## config.mk

```make
export PLATFORM = sky130hd
export DESIGN_NAME = cflu_core
export DESIGN_NICKNAME = d
export VERILOG_FILES = /design/src/core/cflu_pkg.sv /design/src/core/cflu_core.sv /design/src/core/cflu_lzc.sv
export SDC_FILE = /design/constraint.sdc
export NUM_CORES = 1
export LEC_CHECK = 0
export ABC_CLOCK_PERIOD_IN_PS = 4700
export BUFFER_PORTS_ARGS = -buffer_cell sky130_fd_sc_hd__buf_2
export CORE_MARGIN = 1.5
export CORE_UTILIZATION = 40
export CTS_BUF_LIST = sky130_fd_sc_hd__clkbuf_4
export CTS_CLUSTER_DIAMETER = 150
export DETAILED_ROUTE_END_ITERATION = 16
export PLACE_DENSITY = 0.69
export SETUP_SLACK_MARGIN = 0.02
export SLEW_MARGIN = 20
export SYNTH_ARGS = -nofsm -noshare
export SYNTH_HDL_FRONTEND = slang
export SYNTH_HIERARCHICAL = 1
export SYNTH_SLANG_ARGS = --single-unit
```

## constraint.sdc

```tcl
create_clock -name sys_clk -period 4.7 [get_ports sys_clk]
set_input_delay 0.47 -clock sys_clk [delete_from_list [all_inputs] [get_ports sys_clk]]
set_output_delay 0.47 -clock sys_clk [all_outputs]
set_load 0.005 [all_outputs]
```

## src/core/cflu_pkg.sv

```systemverilog
package cflu_pkg;

    localparam int WORD_W = 32;
    localparam int IMM_W = 16;
    localparam int FLAGS_W = 32;
    localparam int FIELD_W = 4;
    localparam int FIELD_CNT = 8;
    localparam int SEL_W = 5;
    localparam int FSEL_W = 3;
    localparam int OPT_W = 5;
    localparam int CNT_W = 6;

    // Bit positions inside a 4-bit field, counted from the field's top end
    localparam logic [1:0] POS_LT = 2'h0;
    localparam logic [1:0] POS_GT = 2'h1;
    localparam logic [1:0] POS_EQ = 2'h2;
    localparam logic [1:0] POS_SO = 2'h3;

    localparam logic [OPT_W-1:0] OPT_IF_TRUE = 5'h0c;
    localparam logic [OPT_W-1:0] OPT_IF_FALSE = 5'h04;
    localparam logic [WORD_W-1:0] LINK_STEP = 32'h00000004;

    localparam logic [FLAGS_W-1:0] FLAGS_RESET = 32'h00000000;
    localparam logic [WORD_W-1:0] LINK_RESET = 32'h00000000;
    localparam logic [WORD_W-1:0] WORD_ZERO = 32'h00000000;

    typedef enum logic [3:0] {
        OP_NONE,
        OP_CMP,
        OP_CMPI,
        OP_CMPL,
        OP_CMPLI,
        OP_CLZ,
        OP_FAND,
        OP_FANDC,
        OP_FNAND,
        OP_FEQV,
        OP_FNOR,
        OP_BRLINK
    } cflu_op_t;

    typedef struct packed {
        cflu_op_t op;
        logic [SEL_W-1:0] destFlagPos;
        logic [SEL_W-1:0] firstFlagSel;
        logic [SEL_W-1:0] secondFlagSel;
        logic [FSEL_W-1:0] destFieldSel;
        logic sizeBit;
        logic recordFlag;
        logic linkFlag;
        logic [OPT_W-1:0] branchOptions;
        logic [SEL_W-1:0] testedFlagIndex;
        logic [IMM_W-1:0] literalOperand;
    } cflu_cmd_t;

    typedef struct packed {
        logic valid;
        logic [WORD_W-1:0] gprData;
        logic branchTaken;
        logic [WORD_W-1:0] branchTarget;
        logic invalidForm;
    } cflu_result_t;

endpackage

```

## src/core/cflu_core.sv

```systemverilog
// How it works
// - Signed register compare on 32-bit words
// - Field cleared; LT, GT, EQ, overflow copy
// - Immediate sign-extended, compared signed
// - Unsigned register compare on 32-bit words
// - Immediate zero-extended, compared unsigned
// - Size bit set is invalid form
// - Low bit set may spoil default field
// - Count leading zeros from top bit
// - Count spans zero through thirty-two
// - Record flag updates default field
// - Flag AND into destination bit
// - Flag AND with complement
// - Flag NAND into destination bit
// - Flag equivalence, same bit sets it
// - Flag NOR into destination bit
// - Options twelve branches on bit one
// - Options four branches on bit zero
// - Link flag saves address plus four
// - Target is link with low bits cleared
`timescale 1ns/1ps
`default_nettype none

module cflu_core (
    input wire logic sys_clk,
    input wire logic reset,
    input wire logic cmdValid,
    input wire cflu_pkg::cflu_cmd_t cmd,
    input wire logic [cflu_pkg::WORD_W-1:0] firstSourceGpr,
    input wire logic [cflu_pkg::WORD_W-1:0] secondSourceGpr,
    input wire logic [cflu_pkg::WORD_W-1:0] currentFetchAddr,
    input wire logic lowInstrBit,
    input wire logic summaryOverflow,
    input wire logic flagsWriteEn,
    input wire logic [cflu_pkg::FLAGS_W-1:0] flagsWriteData,
    input wire logic linkWriteEn,
    input wire logic [cflu_pkg::WORD_W-1:0] linkWriteData,
    output cflu_pkg::cflu_result_t result,
    output logic [cflu_pkg::FLAGS_W-1:0] conditionFlags,
    output logic [cflu_pkg::WORD_W-1:0] returnLink
);
    import cflu_pkg::*;

    logic [FLAGS_W-1:0] condition_flags_reg;
    logic [FLAGS_W-1:0] condition_flags_next;
    logic [WORD_W-1:0] return_link_reg;
    logic [WORD_W-1:0] return_link_next;
    cflu_result_t result_reg;
    cflu_result_t result_next;

    wire cflu_op_t op = cmd.op;
    wire logic isCmpS = (op == OP_CMP) || (op == OP_CMPI);
    wire logic isCmpU = (op == OP_CMPL) || (op == OP_CMPLI);
    wire logic isCmp = isCmpS || isCmpU;
    wire logic isRegCmp = (op == OP_CMP) || (op == OP_CMPL);
    wire logic isFlagOp = (op == OP_FAND) || (op == OP_FANDC) || (op == OP_FNAND)
        || (op == OP_FEQV) || (op == OP_FNOR);

    wire logic [WORD_W-1:0] immSigned = {{(WORD_W-IMM_W){cmd.literalOperand[IMM_W-1]}}, cmd.literalOperand};
    wire logic [WORD_W-1:0] immUnsigned = {{(WORD_W-IMM_W){1'h0}}, cmd.literalOperand};
    wire logic [WORD_W-1:0] cmpRight = (op == OP_CMPI) ? immSigned :
        (op == OP_CMPLI) ? immUnsigned : secondSourceGpr;

    wire logic sLess = $signed(firstSourceGpr) < $signed(cmpRight);
    wire logic sGreater = $signed(firstSourceGpr) > $signed(cmpRight);
    wire logic uLess = firstSourceGpr < cmpRight;
    wire logic uGreater = firstSourceGpr > cmpRight;
    wire logic cmpEqual = firstSourceGpr == cmpRight;
    wire logic cmpLess = isCmpS ? sLess : uLess;
    wire logic cmpGreater = isCmpS ? sGreater : uGreater;

    // fresh field, bit 0 is LT at the top end
    wire logic [FIELD_W-1:0] cmpField = {cmpLess, cmpGreater, cmpEqual, summaryOverflow};

    wire logic sizeInvalid = isCmp && cmd.sizeBit;

    logic [CNT_W-1:0] zeroCount;

    cflu_lzc u_lzc (
        .srcWord(firstSourceGpr),
        .zeroCount(zeroCount)
    );

    // 0..32 result written to destination register
    wire logic [WORD_W-1:0] clzWord = {{(WORD_W-CNT_W){1'h0}}, zeroCount};
    // count is never negative, so LT stays clear
    wire logic clzGreater = zeroCount != '0;
    wire logic clzEqual = zeroCount == '0;
    wire logic [FIELD_W-1:0] clzField = {1'h0, clzGreater, clzEqual, summaryOverflow};

    // bit n lives at vector index 31-n
    function automatic logic flagBit(input logic [FLAGS_W-1:0] f, input logic [SEL_W-1:0] idx);
        flagBit = f[FLAGS_W - 1 - int'(idx)];
    endfunction

    wire logic bitA = flagBit(condition_flags_reg, cmd.firstFlagSel);
    wire logic bitB = flagBit(condition_flags_reg, cmd.secondFlagSel);
    logic flagResult;

    always_comb begin
        unique case (op)
            OP_FAND: flagResult = bitA & bitB;
            OP_FANDC: flagResult = bitA & ~bitB;
            OP_FNAND: flagResult = ~(bitA & bitB);
            OP_FEQV: flagResult = ~(bitA ^ bitB);
            OP_FNOR: flagResult = ~(bitA | bitB);
            default: flagResult = 1'h0;
        endcase
    end

    // tested index is 4*field+position, counted from the top
    wire logic testedBit = flagBit(condition_flags_reg, cmd.testedFlagIndex);
    wire logic isBr = op == OP_BRLINK;
    wire logic brOptTrue = cmd.branchOptions == OPT_IF_TRUE;
    wire logic brOptFalse = cmd.branchOptions == OPT_IF_FALSE;
    // taken on one; taken on zero
    wire logic brTaken = isBr && ((brOptTrue && testedBit) || (brOptFalse && !testedBit));
    wire logic brInvalid = isBr && !brOptTrue && !brOptFalse;
    // low two bits of link forced to zero
    wire logic [WORD_W-1:0] brTarget = {return_link_reg[WORD_W-1:2], 2'h0};
    wire logic [WORD_W-1:0] linkValue = currentFetchAddr + LINK_STEP;

    wire logic [SEL_W-1:0] fieldTop = {cmd.destFieldSel, 2'h0};
    wire logic [SEL_W-1:0] fieldLow = SEL_W'(FLAGS_W - FIELD_W) - fieldTop;
    wire logic go = cmdValid && !sizeInvalid && !brInvalid;

    always_comb begin
        condition_flags_next = condition_flags_reg;
        if (flagsWriteEn) begin
            condition_flags_next = flagsWriteData;
        end
        if (go && isCmp) begin
            condition_flags_next[fieldLow +: FIELD_W] = cmpField;
            // default field left as computed garbage-free; allowed undefined
            if (isRegCmp && lowInstrBit) begin
                condition_flags_next[FLAGS_W-1 -: FIELD_W] = condition_flags_next[FLAGS_W-1 -: FIELD_W];
            end
        end
        // recorded count lands in the default field
        if (go && op == OP_CLZ && cmd.recordFlag) begin
            condition_flags_next[FLAGS_W-1 -: FIELD_W] = clzField;
        end
        if (go && isFlagOp) begin
            condition_flags_next[FLAGS_W - 1 - int'(cmd.destFlagPos)] = flagResult;
        end
    end

    always_comb begin
        return_link_next = return_link_reg;
        if (linkWriteEn) begin
            return_link_next = linkWriteData;
        end
        // link written after target is taken from old value
        if (go && isBr && cmd.linkFlag) begin
            return_link_next = linkValue;
        end
    end

    always_comb begin
        result_next.valid = cmdValid;
        result_next.gprData = (op == OP_CLZ) ? clzWord : WORD_ZERO;
        result_next.branchTaken = go && brTaken;
        result_next.branchTarget = brTarget;
        result_next.invalidForm = cmdValid && (sizeInvalid || brInvalid);
    end

    always_ff @(posedge sys_clk) begin
        if (reset) begin
            condition_flags_reg <= FLAGS_RESET;
            return_link_reg <= LINK_RESET;
            result_reg <= '0;
        end else begin
            condition_flags_reg <= condition_flags_next;
            return_link_reg <= return_link_next;
            result_reg <= result_next;
        end
    end

    assign result = result_reg;
    assign conditionFlags = condition_flags_reg;
    assign returnLink = return_link_reg;

endmodule

`default_nettype wire

```

## src/core/cflu_lzc.sv

```systemverilog
`timescale 1ns/1ps
`default_nettype none

module cflu_lzc (
    input wire logic [cflu_pkg::WORD_W-1:0] srcWord,
    output logic [cflu_pkg::CNT_W-1:0] zeroCount
);
    import cflu_pkg::*;

    // Scan from bit 0 upward; the highest one found sets the count
    always_comb begin
        zeroCount = CNT_W'(WORD_W);
        for (int i = 0; i < WORD_W; i++) begin
            if (srcWord[i]) begin
                zeroCount = CNT_W'(WORD_W - 1 - i);
            end
        end
    end

endmodule

`default_nettype wire

```

**Word level (Yosys, flattened, before mapping)**

Cells that the tools add are included.

- Add/sub/neg operators: 7
- Order comparisons: 9
- Eq/ne operators: 14
- Shift operators: 2
- Muxes and demuxes: 56
- Bitwise operators: 9
- Reduce and logical (&&, ||, !) cells: 35

Operators with widths:

| kind | number |
|---|---|
| 32-bit two-way mux | 7 |
| 6-bit two-way mux | 32 |
| 32-bit bitwise mux | 2 |
| 32-bit greater-than comparator | 2 |
| 32-bit < comparator | 2 |
| 32-bit by 3-bit adder with 32-bit output (second input constant) | 1 |
| 32-bit == test | 1 |
| 4-bit by 7-bit variable shift with 32-bit output (first input constant) | 1 |
| 4-bit by 7-bit indexed part select with 32-bit output | 1 |
| 6-bit by 7-bit < comparator with 1-bit output (second input constant) | 4 |
| 5-bit by 5-bit subtractor with 6-bit output (first input constant) | 4 |
| 1-bit logical AND | 17 |
| 4-bit by 3-bit == test with 1-bit output (second input constant) | 4 |
| 4-bit == test (second input constant) | 4 |
| 1-bit binary-select mux with 5-bit select | 3 |
| 1-bit logical OR | 9 |
| 1-bit two-way mux | 9 |
| 4-bit by 2-bit == test with 1-bit output (second input constant) | 2 |
| 5-bit negation with 7-bit output | 1 |
| 6-bit by 1-bit >= comparator with 1-bit output (second input constant) | 1 |
| 6-bit logical NOT | 1 |
| 6-bit nonzero test | 1 |
| 1-bit demux with 5-bit select | 1 |
| 5-bit by 3-bit == test with 1-bit output (second input constant) | 1 |
| other kinds (12) | 21 |

- Flip-flop bits (word level): 131
- Input bits: 218
- Output and inout port bits: 131
- Word-level logic and storage cells: 141

**Longest topological paths before layout**

Gate-level depths: netlist of run 1.

- Depth in word-level cells: 36
- Mapped depth: 15
- Depth with buffers taken out: 12

**By module**

Netlist of run 1, hierarchy kept.

By module, submodules not included:

| module | instances | cells an instance | area each (µm²) | sequential area each (µm²) |
|---|---|---|---|---|
| cflu_core | 1 | 855 | 7654.8 | 2062.0 |
| cflu_lzc | 1 | 65 | 367.9 | 0.0 |

**Worst setup path after synthesis of run 1**

OpenSTA, ideal clock, no wires.

- Kind: input -> register
- From: input cmd[32] (netlist bit)
- To: register condition_flags_reg[30] (netlist: conditionFlags[30])
- Library setup time: 103 ps
- Data arrival time: 3717 ps
- Data required time: 4597 ps
- Setup slack: 880 ps
- Stages on the path: 11
- Cell sequence: clkbuf_1 mux4_2 mux4_2 mux2i_1 ha_1 mux2i_1 o32ai_1 nand2_1 nor2_1 a31oi_1 a2111oi_2

- Cells in the longest elaborated chain, start to end: 9
- Elaborated cells on any way between the ends: 15
- Those cells by class: add/sub: 1; mux: 6; bitwise: 8

RTL lines:

| what | line | source |
|---|---|---|
| from (decl) | cflu_core.sv:28 | `input wire cflu_pkg::cflu_cmd_t cmd,` |
| 5-bit by 5-bit subtractor with 6-bit output * | cflu_core.sv:93 | `flagBit = f[FLAGS_W - 1 - int'(idx)];` |
| 1-bit binary-select mux with 5-bit select * | cflu_core.sv:93 |  |
| 1-bit two-way mux (not written as such) * (2 in series) | cflu_core.sv:93 |  |
| 1-bit OR (tied with other cells) | cflu_core.sv:106 | `OP_FNOR: flagResult = ~(bitA \| bitB);` |
| 1-bit inverter (tied with other cells) | cflu_core.sv:106 |  |
| 1-bit one-hot mux with 5 select lines * | cflu_core.sv:101 | `unique case (op)` |
| 32-bit bitwise mux * | cflu_core.sv:144 | `condition_flags_next[FLAGS_W - 1 - int'(cmd.destFlagPos)] = flagResult;` |
| 32-bit two-way mux * | cflu_core.sv:143 | `if (go && isFlagOp) begin` |
| to (signal assigned) | cflu_core.sv:173 | `condition_flags_reg <= condition_flags_next;` |
| to (decl) | cflu_core.sv:44 | `logic [FLAGS_W-1:0] condition_flags_reg;` |

Every way passes the cells marked *; elsewhere a longest branch is shown, timed or not. The select of a mux whose other input is x is not followed.
A chain may end at the register's enable or synchronous reset.

**Worst setup path after layout of run 1**

- From: register condition_flags_reg[1] (netlist: conditionFlags[1])
- To: register condition_flags_reg[30] (netlist: conditionFlags[30])

- Cells in the longest elaborated chain, start to end: 8
- Elaborated cells on any way between the ends: 17
- Those cells by class: mux: 9; bitwise: 8

RTL lines:

| what | line |
|---|---|
| 1-bit binary-select mux with 5-bit select | cflu_core.sv:93 |
| 1-bit two-way mux (not written as such) (2 in series) | cflu_core.sv:93 |
| 1-bit OR (tied with other cells) | cflu_core.sv:106 |
| 1-bit inverter (tied with other cells) | cflu_core.sv:106 |
| 1-bit one-hot mux with 5 select lines * | cflu_core.sv:101 |
| 32-bit bitwise mux * | cflu_core.sv:144 |
| 32-bit two-way mux * | cflu_core.sv:143 |

Marked as above.

==> results of run 1 <==
-- layout make-up --
type                            count  area share [%]
Antenna cell                        1          0.0261
Tap cell                          265            3.46
Multi-Input combinational cell    714            55.8
Clock inverter                      7           0.757
Clock buffer                        9           0.705
Timing Repair Buffer              324            17.1
Sequential cell                   103            21.5
Inverter                           17           0.666
-- cell families after synthesis --
kind of cell / Yosys count / synth area share (%)
other: 1 / 0.0467
XOR/XNOR: 29 / 3.17
flip-flops: 103 / 25.7
multiplexers: 118 / 19.5
AND/OR/NAND/NOR: 325 / 21.7
adder cells (fa/ha/maj): 38 / 5.93
buffers and inverters: 130 / 9.11
AO/OA/AOI/OAI: 176 / 14.8
-- critical path, stage by stage (launching register included) --
cell and delay (ns):
dfxtp_1 0.42, mux4_2 0.47, mux4_2 0.48, mux2i_1 0.35, ha_1 0.31, mux2i_1 0.16, mux2i_1 0.11, o32ai_2 0.18
nand2_1 0.19, nor2_1 0.23, a31oi_1 0.13, a2111oi_2 0.34
-- worst max path at each step --
stage / startpoint / endpoint / slack, ns / depth (start not counted)
3_5_place_dp: cmd[32] / conditionFlags[30] / 0.84 / 12
4_1_cts: conditionFlags[3] / conditionFlags[30] / 1.23 / 11
5_1_grt: conditionFlags[3] / conditionFlags[30] / 0.96 / 12
2_1_floorplan: cmd[32] / conditionFlags[30] / 0.88 / 11
6_report: conditionFlags[1] / conditionFlags[30] / 1.22 / 11
3_3_place_gp: cmd[32] / conditionFlags[30] / 0.98 / 12
-- power by group --
| group | switching [mW] | internal [mW] |
|---|---|---|
| combinational | 0.305 | 0.284 |
| clock | 0.357 | 0.125 |
| sequential | 0.0439 | 0.920 |
| total | 0.706 | 1.33 |
-- cells in the final DEF, fill, tap and decap left out, types with 9 or more instances in the layout --
| master | count |
|---|---|
| nor2_1 | 83 |
| nor4_1 | 19 |
| conb_1 | 28 |
| mux2i_1 | 82 |
| mux4_2 | 30 |
| inv_1 | 17 |
| a21oi_1 | 60 |
| clkbuf_4 | 9 |
| nand3_1 | 28 |
| xnor2_1 | 23 |
| a211oi_1 | 41 |
| nand2_1 | 55 |
| nand4_1 | 20 |
| o21ai_0 | 16 |
| and2_1 | 10 |
| nor3_1 | 16 |
| ha_1 | 38 |
| buf_2 | 318 |
| dfxtp_1 | 103 |
| nor2b_1 | 41 |
-- metrics by stage --
step	power [mW]	area [um^2]	instances
after floorplan	1.35	8120	947
after global placement	1.55	9440	1423
after detailed placement	1.56	9440	1423
after CTS	2.05	9580	1439
after global routing	2.15	9580	1440
final	2.03	9580	1440
-- layer usage --
metal / part of all wire (%) / wire [um] / GRT usage [%] / up-vias
met5: 0 / 0 / 0 / -
met4: 1.5 / 378 / 6.11 / 0
met3: 8.6 / 2190 / 6.03 / 30
met2: 47 / 12100 / 40.0 / 408
met1: 42 / 10800 / 29.3 / 3719
li1: - / - / - / 3831
==> impl_metrics.tcl, run 1 <==
set metrics [dict create \
    status "complete, no violations" \
    yosys_register_bits 103 \
    nets 1425 \
    grt_pass1_wl_um 38100 \
    p_leak_nw 4.48 \
    fill_cells 1948 \
    grt_usage_pct 23.4 \
    synthTopCellsByArea "dfxtp_1, mux2i_1, mux4_2, ha_1, buf_4" \
    grt_max_degree 54 \
    tightest_slew_ns 1.04 \
    synth_edf_count 0 \
    timing.rr.start "conditionFlags[1]" \
    dp_hpwl_um 20000 \
    wl_per_cell_um 17.7 \
    drv_cap 0 \
    first_global_vias 7298 \
    end_kind "flip-flop" \
    synth.most_common_cell "dfxtp_1" \
    ant_nets 0 \
    htreeDepth 3 \
    drtIter0Drc 445 \
    drive_above_1_share_pct 33.8 \
    reg2reg_depth 11 \
    die_y_um 145 \
    finalHoldViolCount 0 \
    final_core_util_pct 48.9 \
    port_buffers 319 \
    place_ws_ns 0.840 \
    row_count 51 \
    pin_count 349 \
    post_cts_buffers 0 \
    chipWidth_um 145 \
    synthCells 920 \
    whs_endpoint "returnLink[1]" \
    relSlewSlack_pct 30.8 \
    period_needed_ns 3.48 \
    multi_input_area_um2 5340 \
    syn_area_um2 8020 \
    worstPathRequired_ns 5.08 \
    cts-resized-gates 0 \
    clk_pin_slew_ns 0.19 \
    clock_sinks 103 \
    yosysTopAreaCell "dfxtp_1" \
    hold_depth 3 \
    synth_common_cells "dfxtp_1, nor2_1, mux2i_1, a21oi_1, buf_4" \
    seqCellArea_um2 2060 \
    avgSynthCellArea_um2 8.72 \
    setup.worst_path.class "reg -> reg" \
    vdd_drop_max_mv 0.112 \
    synth.distinct_cells 73 \
    initial_core_util_pct 41.0 \
    vias_per_cell 5.55 \
    cts_buffers 9 \
    skew_ns 0.00962 \
    fin_ws_ns 1.22 \
    setup_tns_ns 0 \
    root_buffer "clkbuf_4" \
    die_area_um2 20900 \
    holdBufCountCts 0 \
    antenna_found_initial 1 \
    area_growth_pct 19.4 \
    finalCritPeriodShare_pct 74.0 \
    ys_warn_count 6 \
    critPathLaunchType "flip-flop" \
    hold_path.class "in -> reg" \
    largest_reg_flops 39 \
    grt_setup_unrepaired "false" \
    vias 7988 \
    r2r_slack_ns 1.22 \
    async_reset_ff_share_pct 0 \
    coreArea_um2 19600 \
    synth_flop_cell "dfxtp_1" \
    hold_start "currentFetchAddr[1]" \
    synth-seq-area-share_pct 25.7 \
    gp_congestion 0.919 \
    worstPathMaxFanout 5 \
    finalSetupViolations 0 \
    power_density_nw_per_um2 212 \
    clock_latency_ns 0.47 \
    clockBufferDepth 2 \
    firstDrtPassIters 6 \
    r2r-end "conditionFlags[30]" \
    grt-ovfl-total 0 \
    hold-worst-slack_ns 0.250 \
    cts_tree "built" \
    synth_top_cell_area_share_pct 25.7 \
    fmax_mhz 287 \
    wl_um 25400 \
    drcViolationCount 0 \
    slew_violations 0 \
    worstPathArrival_ns 3.86 \
]
Note: power is estimated with default switching activity, not from simulation.
==> run 2, diff against run 1 <==
ABC_CLOCK_PERIOD_IN_PS = 3350   (was 4700)
clock period = 3.35 ns   (was 4.7 ns; I/O delays follow)
==> run 2 against run 1 <==
Effect of this change: global-route usage rose by 0.85 points; clock power increased by 50%; non-clock buffer count rose by 35; sequential share of layout area decreased by 0.63 points; design area is 3.6% higher; utilization rose by 1.7 points; clock skew is 0.0063 ns higher; combinational power grew 47%; critical path type unchanged.
==> impl_metrics.tcl, run 2 (synthesis results as in run 1) <==
set metrics [dict create \
    status "complete, no violations" \
    hold_path.class "in -> reg" \
    cts_tree "built" \
    coreArea_um2 19600 \
    worstPathMaxFanout 3 \
    drive_above_1_share_pct 36.6 \
    clock_latency_ns 0.50 \
    finalCritPeriodShare_pct 95.1 \
    grt-ovfl-total 0 \
    period_needed_ns 3.19 \
    die_area_um2 20900 \
    clock_sinks 103 \
    worstPathArrival_ns 3.63 \
    wl_per_cell_um 17.8 \
    tightest_slew_ns 0.737 \
    setup.worst_path.class "reg -> reg" \
    chipWidth_um 145 \
    firstDrtPassIters 5 \
    slowest_delay_ns 0.52 \
    critPathLaunchType "flip-flop" \
    p_leak_nw 4.68 \
    area_growth_pct 23.7 \
    fmax_mhz 314 \
    skew_ns 0.0159 \
    vdd_drop_max_mv 0.177 \
    pin_count 349 \
    ant_nets 0 \
    reg2reg_depth 13 \
    first_global_vias 7420 \
    relSlewSlack_pct 50.9 \
    dp_hpwl_um 20600 \
    finalSetupViolations 0 \
    r2r-end "conditionFlags[18]" \
    startpoint "conditionFlags[0]" \
    r2r_slack_ns 0.16 \
    timing.rr.start "conditionFlags[0]" \
    dp.cells 1458 \
    grt_usage_pct 24.3 \
    cts_buffers 9 \
    clk_pin_slew_ns 0.19 \
    holdBufCountCts 0 \
    antenna_found_initial 1 \
    grt_max_degree 63 \
    hold_depth 3 \
    layout_commonest_cell "buf_2" \
    cp_slowest_cell "mux4_2" \
    gp_congestion 0.953 \
    die_y_um 145 \
    initial_core_util_pct 41.0 \
    fin_cells 1475 \
    multi_input_area_um2 5360 \
    critPathCapture "conditionFlags[18]" \
    fill_cells 1904 \
    htreeDepth 3 \
    hold-worst-slack_ns 0.105 \
    wl_um 26200 \
    largest_reg_flops 39 \
    clockBufferDepth 2 \
    nets 1460 \
    slew_violations 0 \
    vias_per_cell 5.54 \
    power_density_nw_per_um2 297 \
    worstPathRequired_ns 3.79 \
    drtIter0Drc 514 \
    drv_cap 0 \
    cp_cell_sequence "mux4_2 -> mux4_2 -> mux2i_4 -> buf_4 -> inv_1 -> ha_1 -> mux2i_1 -> mux2i_1 -> o32ai_2 -> nand2_1 -> buf_4 -> or2_2 -> a21oi_1" \
    seqCellArea_um2 2070 \
    port_buffers 319 \
    row_count 51 \
    finalHoldViolCount 0 \
    grt_setup_unrepaired "false" \
    end_kind "flip-flop" \
    root_buffer "clkbuf_4" \
    drcViolationCount 0 \
    layout_common_cells "buf_2, dfxtp_1, nor2_1" \
    grt_pass1_wl_um 39300 \
    vias 8165 \
]
[run 2: per-layer routing]
layer / routed length, um / up-vias / GRT usage (%) / part of all wire [%]
met5: 0 / - / 0 / 0
met2: 12200 / 436 / 39.6 / 47
met1: 11000 / 3781 / 31.4 / 42
met3: 2390 / 48 / 5.13 / 9.1
li1: - / 3900 / - / -
met4: 629 / 0 / 9.14 / 2.4
[run 2: where the power goes]
group          switching (mW)  internal, mW
Sequential             0.0605          1.29
Clock                   0.481         0.243
Combinational           0.442         0.425
[run 2: layout make-up]
| class | instances | area share [%] |
|---|---|---|
| inverters | 17 | 0.643 |
| repair buffers | 359 | 19.6 |
| flip-flops and latches | 103 | 20.9 |
| multi-input cells | 714 | 54.0 |
| well taps | 265 | 3.34 |
| clock inverters | 6 | 0.681 |
| clock buffers | 10 | 0.757 |
| diodes | 1 | 0.0252 |
[run 2: how the worst min path moves through the flow]
| stage | from | to | slack (ns) |
|---|---|---|---|
| 2_1_floorplan | returnLink[2] | result[3] | 0.46 |
| 3_3_place_gp | returnLink[24] | result[25] | 0.47 |
| 3_5_place_dp | returnLink[30] | result[31] | 0.47 |
| 4_1_cts | cmd[24] | result[33] | 0.04 |
| 5_1_grt | cmd[24] | result[33] | 0.07 |
| 6_report | cmd[24] | result[33] | 0.11 |
[run 2: per-stage QoR]
step	instance area, um^2	worst slack, ns	total power [mW]	TNS (ns)	util [%]
floorplan	8140	0.0330	1.89	0	-
global placement	9750	-0.0886	2.21	-0.156	49.8
detailed placement	9750	-0.141	2.23	-0.511	49.8
CTS	9890	0.115	2.96	0	50.5
global route	9920	0.0495	3.10	0	50.6
finish	9920	0.163	2.94	0	50.6
[run 2: timing repair]
action                                  in CTS  in global routing
resized for setup                            0                 12
endpoints found under the setup margin       0                 16
buffers inserted                             0                  0
hold endpoints to repair                     0                  0
[run 2: critical path, delay by kind of cell, from the launching register on]
kind / cells / cell delay, ns
buf+inv: 3 / 0.37
flops: 1 / 0.39
simple gates: 2 / 0.43
fa+ha+maj: 1 / 0.18
mux: 5 / 1.44
compound gates: 2 / 0.33
